**config.mk**
```make
export PLATFORM = sky130hd
export DESIGN_NAME = lf_wakeup_pattern_correlator
export DESIGN_NICKNAME = d
export VERILOG_FILES = /design/src/hw/lf_wake_pkg.sv /design/src/hw/lf_half_bit_sampler.sv /design/src/hw/lf_pattern_correlator.sv /design/src/hw/lf_wakeup_pattern_correlator.sv
export SDC_FILE = /design/constraint.sdc
export NUM_CORES = 1
export LEC_CHECK = 0
export BUFFER_PORTS_ARGS = -buffer_cell sky130_fd_sc_hd__buf_2
export CAP_MARGIN = 30
export CORE_MARGIN = 2
export CORE_UTILIZATION = 57
export CTS_BUF_LIST = sky130_fd_sc_hd__clkbuf_4 sky130_fd_sc_hd__clkbuf_8
export DETAILED_ROUTE_END_ITERATION = 6
export PLACE_DENSITY = 0.82
export SYNTH_ARGS = -nofsm -noshare
export SYNTH_HDL_FRONTEND = slang
export SYNTH_SLANG_ARGS = --single-unit
export TNS_END_PERCENT = 20
```
**constraint.sdc**
```tcl
create_clock -name pclk -period 5 [get_ports pclk]
set_input_delay 1 -clock pclk [delete_from_list [all_inputs] [get_ports pclk]]
set_output_delay 1 -clock pclk [all_outputs]
set_load 0.02 [all_outputs]
```
**src/hw/lf_wake_pkg.sv**
```systemverilog
// Constants, register map and types for the LF wakeup correlator.
// Assumes a 200 MHz APB clock; the oscillator tick is derived from it.
package lf_wake_pkg;
   // Register byte offsets
   localparam logic [7:0] CTRL_OFF = 8'h00;
   localparam logic [7:0] ANALOG_OFF = 8'h04;
   localparam logic [7:0] WAKECLR_OFF = 8'h08;
   localparam logic [7:0] STATUS_OFF = 8'h0c;
   localparam logic [7:0] HALFBIT_OFF = 8'h10;
   // Control register fields
   localparam int CTRL_CH_EN_LSB = 0;
   localparam int CTRL_DOUBLE_BIT = 3;
   localparam int CTRL_TOL_LSB = 4;
   localparam int CTRL_CORR_RST_BIT = 6;
   // Analog register fields
   localparam int AN_ROT_LSB = 0;
   localparam int AN_ATT_LSB = 2;
   localparam int AN_SLOPE_BIT = 5;
   localparam int AN_REG_EN_BIT = 6;
   // Reset values
   localparam logic [6:0] CTRL_RESET = 7'h07;
   localparam logic [6:0] ANALOG_RESET = 7'h40;
   // Rotator code that shorts the inputs
   localparam logic [1:0] ROT_SHORT = 2'h3;
   // Timing
   localparam int PCLK_HZ = 200_000_000;
   localparam int XTAL_HZ = 32_768;
   localparam int XTAL_TICK_CYC = PCLK_HZ / XTAL_HZ;
   localparam int OSC_PER_HALFBIT = 12;
   localparam int HALFBITS_PER_BIT = 2;
   localparam int PATTERN_LEN = 16;
   // Manchester 0x96, one sent high then low, MSB first
   localparam logic [15:0] WAKE_PATTERN = 16'h9669;
   localparam int IDLE_HALFBITS = 32;
   localparam int ARTIFICIAL_HOURS = 2;
   localparam longint ARTIFICIAL_TICKS =
      longint'(ARTIFICIAL_HOURS) * 3600 * XTAL_HZ;
   localparam int POR_TICKS = 8;
   localparam int NCH = 3;
   typedef enum logic [1:0] {ST_POR, ST_RUN} por_state_t;
endpackage

```
**src/hw/lf_half_bit_sampler.sv**
```systemverilog
// Per-channel half-bit sampler: one sample every 12 oscillator ticks.
// Assumes osc_tick is a one-cycle pulse at the crystal rate.
module lf_half_bit_sampler
   import lf_wake_pkg::*;
(
   input wire logic pclk, // Clock
   input wire logic presetn, // Async reset, low
   input wire logic osc_tick, // Crystal tick pulse
   input wire logic data_in, // Sliced data
   output logic hb_strobe, // Half-bit sample pulse
   output logic hb_value // Sampled level
);
   logic [3:0] div_reg, div_next;
   logic strobe_reg, strobe_next;
   logic val_reg, val_next;

   always_comb begin
      div_next = div_reg;
      strobe_next = 1'b0;
      val_next = val_reg;
      if (osc_tick) begin
         if (div_reg == 4'(OSC_PER_HALFBIT - 1)) begin
            div_next = 4'h0;
            strobe_next = 1'b1;
            val_next = data_in;
         end else begin
            div_next = div_reg + 4'h1;
         end
      end
   end

   always_ff @(posedge pclk or negedge presetn) begin
      if (!presetn) begin
         div_reg <= 4'h0;
         strobe_reg <= 1'b0;
         val_reg <= 1'b0;
      end else begin
         div_reg <= div_next;
         strobe_reg <= strobe_next;
         val_reg <= val_next;
      end
   end

   assign hb_strobe = strobe_reg;
   assign hb_value = val_reg;
endmodule

```
**src/hw/lf_pattern_correlator.sv**
```systemverilog
// One channel's correlator: 16 half-bit window against the wake pattern.
// Assumes hb_strobe pulses once per half-bit while the channel runs.
module lf_pattern_correlator
   import lf_wake_pkg::*;
(
   input wire logic pclk, // Clock
   input wire logic presetn, // Async reset, low
   input wire logic clear, // Synchronous correlator reset
   input wire logic enable, // Channel enabled
   input wire logic hb_strobe, // Half-bit pulse
   input wire logic hb_value, // Half-bit value
   input wire logic [1:0] tolerance, // Allowed zero errors
   output logic match, // Pattern seen, one pulse
   output logic running // Correlator not stopped
);
   logic [15:0] win_reg, win_next;
   logic [4:0] fill_reg, fill_next;
   logic [5:0] idle_reg, idle_next;
   logic match_reg, match_next;
   logic [15:0] shifted;
   logic [4:0] zero_err;

   function automatic logic [4:0] count_ones(input logic [15:0] v);
      logic [4:0] n;
      n = 5'h0;
      for (int i = 0; i < 16; i++) n = n + 5'(v[i]);
      return n;
   endfunction

   always_comb begin
      shifted = {win_reg[14:0], hb_value};
      zero_err = count_ones(shifted & ~WAKE_PATTERN);
      win_next = win_reg;
      fill_next = fill_reg;
      idle_next = idle_reg;
      match_next = 1'b0;
      if (clear || !enable) begin
         win_next = 16'h0;
         fill_next = 5'h0;
         idle_next = 6'h0;
      end else if (hb_strobe) begin
         if (hb_value) idle_next = 6'h0;
         else if (idle_reg != 6'(IDLE_HALFBITS)) idle_next = idle_reg + 6'h1;
         if (idle_reg == 6'(IDLE_HALFBITS) && !hb_value) begin
            fill_next = 5'h0;
         end else begin
            win_next = shifted;
            if (fill_reg != 5'(PATTERN_LEN)) fill_next = fill_reg + 5'h1;
            // All ones must be present, some zeros may be wrong
            if ((fill_reg >= 5'(PATTERN_LEN - 1)) &&
                ((shifted & WAKE_PATTERN) == WAKE_PATTERN) &&
                (zero_err <= 5'(tolerance))) begin
               match_next = 1'b1;
               fill_next = 5'h0;
            end
         end
      end
   end

   always_ff @(posedge pclk or negedge presetn) begin
      if (!presetn) begin
         win_reg <= 16'h0;
         fill_reg <= 5'h0;
         idle_reg <= 6'h0;
         match_reg <= 1'b0;
      end else begin
         win_reg <= win_next;
         fill_reg <= fill_next;
         idle_reg <= idle_next;
         match_reg <= match_next;
      end
   end

   assign match = match_reg;
   assign running = (idle_reg != 6'(IDLE_HALFBITS));
endmodule

```
**src/hw/lf_wakeup_pattern_correlator.sv**
```systemverilog
// Top of the LF wakeup logic: APB registers, three correlators, wake pin.
// Assumes sliced detector data synchronous to pclk and an APB master.
//
// Decided for this implementation: the APB register port and the address map.
module lf_wakeup_pattern_correlator
   import lf_wake_pkg::*;
#(
   parameter longint ARTIFICIAL_PERIOD = ARTIFICIAL_TICKS,
   parameter int TICK_CYCLES = XTAL_TICK_CYC
)
(
   input wire logic pclk, // Clock
   input wire logic presetn, // Async reset, low
   input wire logic psel, // APB select
   input wire logic penable, // APB enable
   input wire logic pwrite, // APB write
   input wire logic [7:0] paddr, // APB address
   input wire logic [31:0] pwdata, // APB write data
   output logic [31:0] prdata, // APB read data
   output logic pready, // APB ready
   output logic pslverr, // APB error
   input wire logic [2:0] slice_data, // Sliced data per channel
   output logic wake_n, // Wake output, low active
   output logic [1:0] rotator_sel, // Antenna rotator mode
   output logic [2:0] atten_en, // Input attenuation per channel
   output logic inputs_short, // Differential inputs shorted
   output logic slope_high, // High slope amplifier
   output logic [2:0] chan_en, // Channel power enable
   output logic reg_en // Regulator enable
);
   logic [6:0] ctrl_reg, ctrl_next;
   logic [6:0] analog_reg, analog_next;
   logic clr_bit_reg, clr_bit_next; // wake_clear_bit
   logic [31:0] prdata_reg, prdata_next;
   logic pready_reg, pready_next;
   logic pslverr_reg, pslverr_next;
   logic [15:0] tick_div_reg, tick_div_next;
   logic tick_reg, tick_next;
   logic [37:0] art_reg, art_next;
   logic [3:0] por_cnt_reg, por_cnt_next;
   por_state_t por_reg, por_next;
   logic wake_reg, wake_next;
   logic first_reg, first_next;
   logic [5:0] gap_reg, gap_next;
   logic [2:0] rotator_reg_q;
   logic [2:0] outs_dummy;
   logic [2:0] ch_strobe, ch_value, ch_match, ch_run;
   logic any_strobe, any_match, clear_toggle, art_fire;
   logic access, wr, rd;

   function automatic logic addr_hit(input logic [7:0] a, input logic [7:0] o);
      return a == o;
   endfunction

   assign access = psel && penable && !pready_reg;
   assign wr = access && pwrite;
   assign rd = access && !pwrite;

   // Crystal tick derived from pclk
   always_comb begin
      tick_next = 1'b0;
      tick_div_next = tick_div_reg + 16'h1;
      if (tick_div_reg == 16'(TICK_CYCLES - 1)) begin
         tick_div_next = 16'h0;
         tick_next = 1'b1;
      end
   end

   genvar g;
   generate
      for (g = 0; g < NCH; g++) begin : gen_ch
         lf_half_bit_sampler u_samp (
            .pclk(pclk),
            .presetn(presetn),
            .osc_tick(tick_reg),
            .data_in(slice_data[g]),
            .hb_strobe(ch_strobe[g]),
            .hb_value(ch_value[g])
         );
         lf_pattern_correlator u_corr (
            .pclk(pclk),
            .presetn(presetn),
            .clear(ctrl_reg[CTRL_CORR_RST_BIT]),
            .enable(ctrl_reg[CTRL_CH_EN_LSB + g] && por_reg == ST_RUN),
            .hb_strobe(ch_strobe[g]),
            .hb_value(ch_value[g]),
            .tolerance(ctrl_reg[CTRL_TOL_LSB +: 2]),
            .match(ch_match[g]),
            .running(ch_run[g])
         );
      end
   endgenerate

   assign any_strobe = |ch_strobe;
   assign any_match = |ch_match;

   // Register file
   always_comb begin
      ctrl_next = ctrl_reg;
      analog_next = analog_reg;
      clr_bit_next = clr_bit_reg;
      prdata_next = prdata_reg;
      pready_next = access;
      pslverr_next = 1'b0;
      // Self-clearing correlator reset
      ctrl_next[CTRL_CORR_RST_BIT] = 1'b0;
      if (wr) begin
         if (addr_hit(paddr, CTRL_OFF)) ctrl_next = pwdata[6:0];
         else if (addr_hit(paddr, ANALOG_OFF)) analog_next = pwdata[6:0];
         else if (addr_hit(paddr, WAKECLR_OFF)) clr_bit_next = pwdata[0];
         else pslverr_next = 1'b1;
      end
      if (rd) begin
         prdata_next = 32'h0;
         if (addr_hit(paddr, CTRL_OFF)) prdata_next[6:0] = ctrl_reg;
         else if (addr_hit(paddr, ANALOG_OFF)) prdata_next[6:0] = analog_reg;
         else if (addr_hit(paddr, WAKECLR_OFF)) prdata_next[0] = clr_bit_reg;
         else if (addr_hit(paddr, STATUS_OFF))
            prdata_next[5:0] = {ch_run, ~wake_reg, first_reg,
                                por_reg == ST_RUN};
         else if (addr_hit(paddr, HALFBIT_OFF))
            prdata_next[2:0] = ch_value;
         else pslverr_next = 1'b1;
      end
   end

   // Any edge of the clear bit releases wake
   assign clear_toggle = clr_bit_next != clr_bit_reg;
   assign art_fire = art_reg == 38'(ARTIFICIAL_PERIOD - 1);

   // Wake, power-on and artificial counter
   always_comb begin
      por_next = por_reg;
      por_cnt_next = por_cnt_reg;
      wake_next = wake_reg;
      first_next = first_reg;
      gap_next = gap_reg;
      art_next = art_fire ? 38'h0 : art_reg + 38'(tick_reg);
      unique case (por_reg)
         ST_POR: begin
            wake_next = 1'b0;
            if (tick_reg) por_cnt_next = por_cnt_reg + 4'h1;
            if (por_cnt_reg == 4'(POR_TICKS)) begin
               por_next = ST_RUN;
               wake_next = 1'b1;
            end
         end
         ST_RUN: begin
            if (first_reg && any_strobe) gap_next = gap_reg + 6'h1;
            if (gap_reg > 6'(PATTERN_LEN)) begin
               first_next = 1'b0;
               gap_next = 6'h0;
            end
            // Clear first, so a wake event in the same cycle wins
            if (clear_toggle) wake_next = 1'b0;
            if (any_match) begin
               if (!ctrl_reg[CTRL_DOUBLE_BIT]) begin
                  wake_next = 1'b1;
               end else if (first_reg && gap_reg >= 6'(PATTERN_LEN - 1)) begin
                  wake_next = 1'b1;
                  first_next = 1'b0;
               end else begin
                  first_next = 1'b1;
                  gap_next = 6'h0;
               end
            end
            if (ctrl_reg[CTRL_CORR_RST_BIT]) first_next = 1'b0;
            if (art_fire) wake_next = 1'b1;
         end
      endcase
   end

   always_ff @(posedge pclk or negedge presetn) begin
      if (!presetn) begin
         ctrl_reg <= CTRL_RESET;
         analog_reg <= ANALOG_RESET;
         clr_bit_reg <= 1'b0;
         prdata_reg <= 32'h0;
         pready_reg <= 1'b0;
         pslverr_reg <= 1'b0;
         tick_div_reg <= 16'h0;
         tick_reg <= 1'b0;
         art_reg <= 38'h0;
         por_cnt_reg <= 4'h0;
         por_reg <= ST_POR;
         wake_reg <= 1'b0;
         first_reg <= 1'b0;
         gap_reg <= 6'h0;
      end else begin
         ctrl_reg <= ctrl_next;
         analog_reg <= analog_next;
         clr_bit_reg <= clr_bit_next;
         prdata_reg <= prdata_next;
         pready_reg <= pready_next;
         pslverr_reg <= pslverr_next;
         tick_div_reg <= tick_div_next;
         tick_reg <= tick_next;
         art_reg <= art_next;
         por_cnt_reg <= por_cnt_next;
         por_reg <= por_next;
         wake_reg <= wake_next;
         first_reg <= first_next;
         gap_reg <= gap_next;
      end
   end

   // Pin drive registers
   always_ff @(posedge pclk or negedge presetn) begin
      if (!presetn) begin
         wake_n <= 1'b1;
         rotator_sel <= 2'h0;
         atten_en <= 3'h0;
         inputs_short <= 1'b0;
         slope_high <= 1'b0;
         chan_en <= 3'h7;
         reg_en <= 1'b1;
      end else begin
         wake_n <= ~wake_reg;
         rotator_sel <= analog_reg[AN_ROT_LSB +: 2];
         atten_en <= analog_reg[AN_ATT_LSB +: 3];
         inputs_short <= analog_reg[AN_ROT_LSB +: 2] == ROT_SHORT;
         slope_high <= analog_reg[AN_SLOPE_BIT];
         chan_en <= ctrl_reg[CTRL_CH_EN_LSB +: 3];
         reg_en <= analog_reg[AN_REG_EN_BIT];
      end
   end

   assign prdata = prdata_reg;
   assign pready = pready_reg;
   assign pslverr = pslverr_reg;
endmodule

```
# ---- After elaboration in Yosys (flattened, before gate mapping)
# Index checks and enable logic that the tools add are counted.
dict set report classes {
  add_sub_neg 34
  order_cmp 8
  eq_ne 27
  n_mux 101
  bitwise_logic 2
  n_reduce_logical 58
}
# cell count
set op_table {}
lappend op_table {{$mux 15} 9}
lappend op_table {{$mux 6} 18}
lappend op_table {{$mux 5} 16}
lappend op_table {{$add 5x1->5} 15}
lappend op_table {{$mux 1} 46}
lappend op_table {{$add 38x1->38} 1}
lappend op_table {{$eq 38x28->1 const B} 1}
lappend op_table {{$mux 38} 1}
lappend op_table {{$reduce_and 2->1} 15}
lappend op_table {{$add 6x1->6 const B} 4}
lappend op_table {{$eq 8x8->1 const B} 3}
lappend op_table {{$mux 7} 3}
lappend op_table {{$eq 6x6->1 const B} 3}
lappend op_table {{$logic_and 1x1->1} 18}
lappend op_table {{$ne 6x6->1 const B} 3}
lappend op_table {{$add 16x1->16 const B} 1}
lappend op_table {{$add 4x1->4 const B} 4}
lappend op_table {{$eq 16x13->1 const B} 1}
lappend op_table {{$eq 4x4->1 const B} 4}
lappend op_table {{$eq 8x4->1 const B} 2}
lappend op_table {{$mux 16} 1}
lappend op_table {{$add 5x1->5 const B} 3}
lappend op_table {{$ge 5x4->1 const B} 3}
lappend op_table {{$le 5x2->1} 3}
lappend op_table {{23 further kinds} 52}
dict set report word_totals {
  register_bits 203
  in_bits 48
  out_inout_bits 46
}

# ---- Longest topological paths before layout
dict set report depth {
  word_depth 13
  ltp_mapped 14
  mapped_depth_nobuf 14
}

# ---- By module
# A second synthesis with hierarchy kept.
dict set report hier_totals {
  hier_cells 984
  hier_area_um2 10390.0
}
# mod instances cells_each area_per_inst_um2 seq_area_each_um2
set by_module_without_submodules {}
lappend by_module_without_submodules {lf_wakeup_pattern_correlator 1 476 5031.1 2613.8}
lappend by_module_without_submodules {{lf_pattern_correlator (gen_ch[2].u_corr)} 1 149 1541.5 675.6}
lappend by_module_without_submodules {{lf_pattern_correlator (gen_ch[1].u_corr)} 1 149 1498.9 675.6}
lappend by_module_without_submodules {{lf_pattern_correlator (gen_ch[0].u_corr)} 1 144 1477.7 675.6}
lappend by_module_without_submodules {lf_half_bit_sampler 3 22 280.3 150.1}

# ---- Least setup slack after synthesis
# No wires, ideal clock.
dict set report synth_path {
  path_kind {reg-to-reg}
  from {register gen_ch[1].u_corr.win_reg[0]}
  to {register gen_ch[1].u_corr.fill_reg[3]}
  setup_time_ps 87
  t_arrival_ps 4059
  required_time_ps 4913
  slack_ps 855
  stages_incl_launch_ff 15
  n_path_buf 0
  synth_period_minus_slack_ps 4145
  path_cell_list {dfrtp_1 -> fa_1 -> inv_1 -> fa_1 -> fa_1 -> inv_1 -> ha_1 -> fa_1 -> ha_1 -> nor2b_1 -> o21ai_0 -> nand3_1 -> or4b_1 -> or3_1 -> o211ai_1}
}
dict set report synth_via {
  elab_chain_len 13
  word_cells_on_any_way 15
  classes_between {add/sub (7); order compare (1); mux (4); reduce/logical (3)}
}
# element line_no
set synth_lines {}
lappend synth_lines {{from (decl)} lf_pattern_correlator.sv:16} ;# logic [15:0] win_reg, win_next;
lappend synth_lines {{from (signal assigned)} lf_pattern_correlator.sv:67} ;# win_reg <= win_next;
lappend synth_lines {{$add 1x1->2 (*)} lf_pattern_correlator.sv:26} ;# for (int i = 0; i < 16; i++) n = n + 5'(v[i]);
lappend synth_lines {{$add 2x1->3 (*)} lf_pattern_correlator.sv:26}
lappend synth_lines {{$add 5x1->5 (*) (5 in a row)} lf_pattern_correlator.sv:26}
lappend synth_lines {{$le 5x2->1 (*)} lf_pattern_correlator.sv:52} ;# (zero_err <= 5'(tolerance))) begin
lappend synth_lines {{$logic_and 1x1->1 (*)} lf_pattern_correlator.sv:51} ;# ((shifted & WAKE_PATTERN) == WAKE_PATTERN) &&
lappend synth_lines {{$mux 5} lf_pattern_correlator.sv:50} ;# if ((fill_reg >= 5'(PATTERN_LEN - 1)) &&
lappend synth_lines {{$mux 5} lf_pattern_correlator.sv:44} ;# if (idle_reg == 6'(IDLE_HALFBITS) && !hb_value) begin
lappend synth_lines {{$mux 5} lf_pattern_correlator.sv:41} ;# end else if (hb_strobe) begin
lappend synth_lines {{$mux 5} lf_pattern_correlator.sv:37} ;# if (clear || !enable) begin
lappend synth_lines {{to (signal assigned)} lf_pattern_correlator.sv:68} ;# fill_reg <= fill_next;
lappend synth_lines {{to (decl)} lf_pattern_correlator.sv:17} ;# logic [4:0] fill_reg, fill_next;
# Every way passes the cells marked *; elsewhere a longest branch is shown, timed or not. The select of a mux whose other input is x is not followed.
# A chain may end at the register's enable or synchronous reset.

# ---- Worst setup path in the final report
# Ends and elaborated chain as after synthesis.

==> out/metrics.yaml <==
timing:
  fin_hold_ws_ns: 0.387
  setup_violations: 0
  rsz0062_at_grt: "no"
  max_freq_mhz: 228
  period_share: 0.878
  final_hold_viol_count: 0
  finalMaxSlewViolations: 0
  relSlewSlack: 0.388
  post-route-min-period_ns: 4.39
  fin_worst_skew_ns: 0.0150
  tns_ns: 0
  max_slew.worst_pin.slew_ns: 0.915
cts:
  htreeDepth: 2
  cts_tree: "built"
  cts.sink_count: 203
  clock_path_buffers: 3
  cts_made_buffers: 35
  post_cts_buffers: 0
  cts.clk_slew.worst_paths_ns: 0.06
  cts_root_buffer: "clkbuf_8"
  cts_hold_buf: 0
  cts_resized: 0
  clkLatencyLatePin_ns: 0.52
global_routing:
  antenna_found_initial: 1
  track_usage: 0.212
  grt_max_degree: 120
  overflow: 0
  grt_pass1_vias: 7114
  grt_pass1_wl_mm: 33.7
yosys:
  async_flop_share: 1.00
  netlist_instances: 992
  synth_edf_count: 0
  avgSynthCellArea_um2: 10.3
  ys_ff_latch: 203
  ys_warn_count: 0
  ys_types: 66
  yosysTopAreaCellShare: 0.474
  syn_area_um2: 10200
  yosysTopAreaCell: "dfrtp_1"
  synth-main-ff-cell: "dfrtp_1"
  synth.area.top_cells: "dfrtp_1, ha_1, nor2_1, xnor2_1, nand2_1"
  ys_seq_area_frac: 0.497
worst_setup_path:
  critPathRequiredTime_ns: 5.43
  end_kind: "register"
  cp-start-kind: "register"
  timing.rr.start: "gen_ch[1].u_corr.win_reg[0]"
  r2r_end: "gen_ch[1].u_corr.fill_reg[3]"
  reg2reg_depth: 14
  r2r_slack_ns: 0.61
  critical_path_arrival_ns: 4.82
  cp_max_fo: 5
  critPathKind: "register to register"
finish:
  layout_commonest_cell: "dfrtp_1"
  final_nets: 1153
  ff_latch_area_um2: 5090
  multiInputGateArea_um2: 4690
  final_cell_mix: "dfrtp_1, nor2_1, nand2_1"
  largest_reg_flops: 45
  final_area_um2: 11400
  n_fill_cell: 1441
  synthToLayoutAreaGrowth_pct: 11.0
  layout-drive-gt1-share: 0.150
pwr:
  p_leak_nw: 5.41
  peakVddDrop_v: 0.000219
  p_total_w: 0.00325
  powerDensity_nw_per_um2: 286
die:
  die_h_um: 138
  die_w_um: 138
  start_util: 0.576
  rows: 49
  die_area_um2: 19000
  core_region_area_um2: 17800
  ios: 94
worst_hold_path:
  min_from: "ctrl_reg[2]"
  hold_path.class: "register to register"
  min_to: "chan_en[2]"
  whs_path_depth: 0
place:
  postPlaceCellArea_um2: 10600
  dp_hpwl_mm: 13.4
  port_buffers: 43
  gp_congestion: 0.850
route:
  ant_nets: 0
  route.detailed.wl_per_inst_um: 14.9
  routed_wl_mm: 19.5
  dr.pass1.iters: 5
  drtIter0Drc: 538
  wl_met2_mm: 9.06
  top_layer_used: "met4"
  vias: 7265
  viasPerCell: 5.55
  wl_met3_um: 850
  m1WireLength_mm: 9.12
  post-route-drc-count: 0
run_status:
  status: "finished, final reports clean"
run:
  maxCapViolations: 0
## synth_stat cells (6+ instances only)
master	n
nor2_1	96
dfrtp_1	194
nor3b_1	6
or3_1	7
nand2b_1	7
a31oi_1	7
o21ai_0	55
buf_4	26
inv_1	66
and3_1	20
and2_1	7
mux2_2	22
nor2b_1	11
fa_1	12
nor3_1	15
nand3_1	40
mux2i_1	15
a21oi_1	25
a211oi_1	6
clkbuf_1	25
a22o_1	28
xor2_1	26
dfstp_2	9
ha_1	41
nor4_1	6
xnor2_1	36
nand2_1	79
nand4_1	21
## worst max path at each step
stage	slack [ns]	end	from	cells past startpoint
floorplan	0.85	gen_ch[1].u_corr.fill_reg[3]	gen_ch[1].u_corr.win_reg[0]	14
global placement	0.66	gen_ch[1].u_corr.fill_reg[3]	gen_ch[1].u_corr.win_reg[0]	14
detailed placement	0.64	gen_ch[1].u_corr.fill_reg[3]	gen_ch[1].u_corr.win_reg[0]	14
CTS	0.62	gen_ch[1].u_corr.fill_reg[3]	gen_ch[1].u_corr.win_reg[0]	14
global route	0.37	gen_ch[1].u_corr.fill_reg[3]	gen_ch[1].u_corr.win_reg[0]	14
finish	0.61	gen_ch[1].u_corr.fill_reg[3]	gen_ch[1].u_corr.win_reg[0]	14
## critical path: stages (launching register included)
cell and delay (ns):
dfrtp_1 0.41, fa_1 0.54, inv_1 0.05, fa_1 0.46
fa_1 0.50, inv_1 0.04, ha_1 0.19, fa_1 0.46
ha_1 0.30, nor2b_1 0.12, o21ai_0 0.10, nand3_1 0.14
or4b_1 0.53, or3_1 0.38, o211ai_1 0.09
## kinds of logic after synthesis
group	after synthesis	synth area share
AO/OA/AOI/OAI	160	0.102
AND/OR/NAND/NOR	357	0.181
other	1	0.000366
XOR/XNOR	62	0.0531
multiplexers	37	0.0389
flip-flops	203	0.497
adder cells (fa/ha/maj)	53	0.0736
buffers and inverters	119	0.0540
## metrics by stage
stage,setup WS [ns],cells,util
global route,0.365,1307,0.639
global placement,0.659,1243,0.597
detailed placement,0.642,1243,0.597
CTS,0.618,1306,0.637
finish,0.610,1308,0.639
floorplan,0.855,1016,-
## per-layer routing
metal | vias up | track usage
met5 | - | 0
met4 | 0 | 0.0720
met3 | 40 | 0.0409
met2 | 146 | 0.330
met1 | 3565 | 0.301
li1 | 3514 | -
## report_power, final
part | switching [W] | internal (W)
clock | 0.000652 | 0.000858
combinational | 0.0000675 | 0.0000195
sequential | 0.00000263 | 0.00165
total | 0.000722 | 0.00253
## area by class of cell
type | instances | area share
diodes | 1 | 0.000220
clock buffers | 58 | 0.0598
multi-input cells | 694 | 0.413
clock inverters | 5 | 0.00286
well taps | 229 | 0.0252
inverters | 66 | 0.0218
repair buffers | 52 | 0.0285
flip-flops and latches | 203 | 0.448
Power figures use the tool's default switching activity.
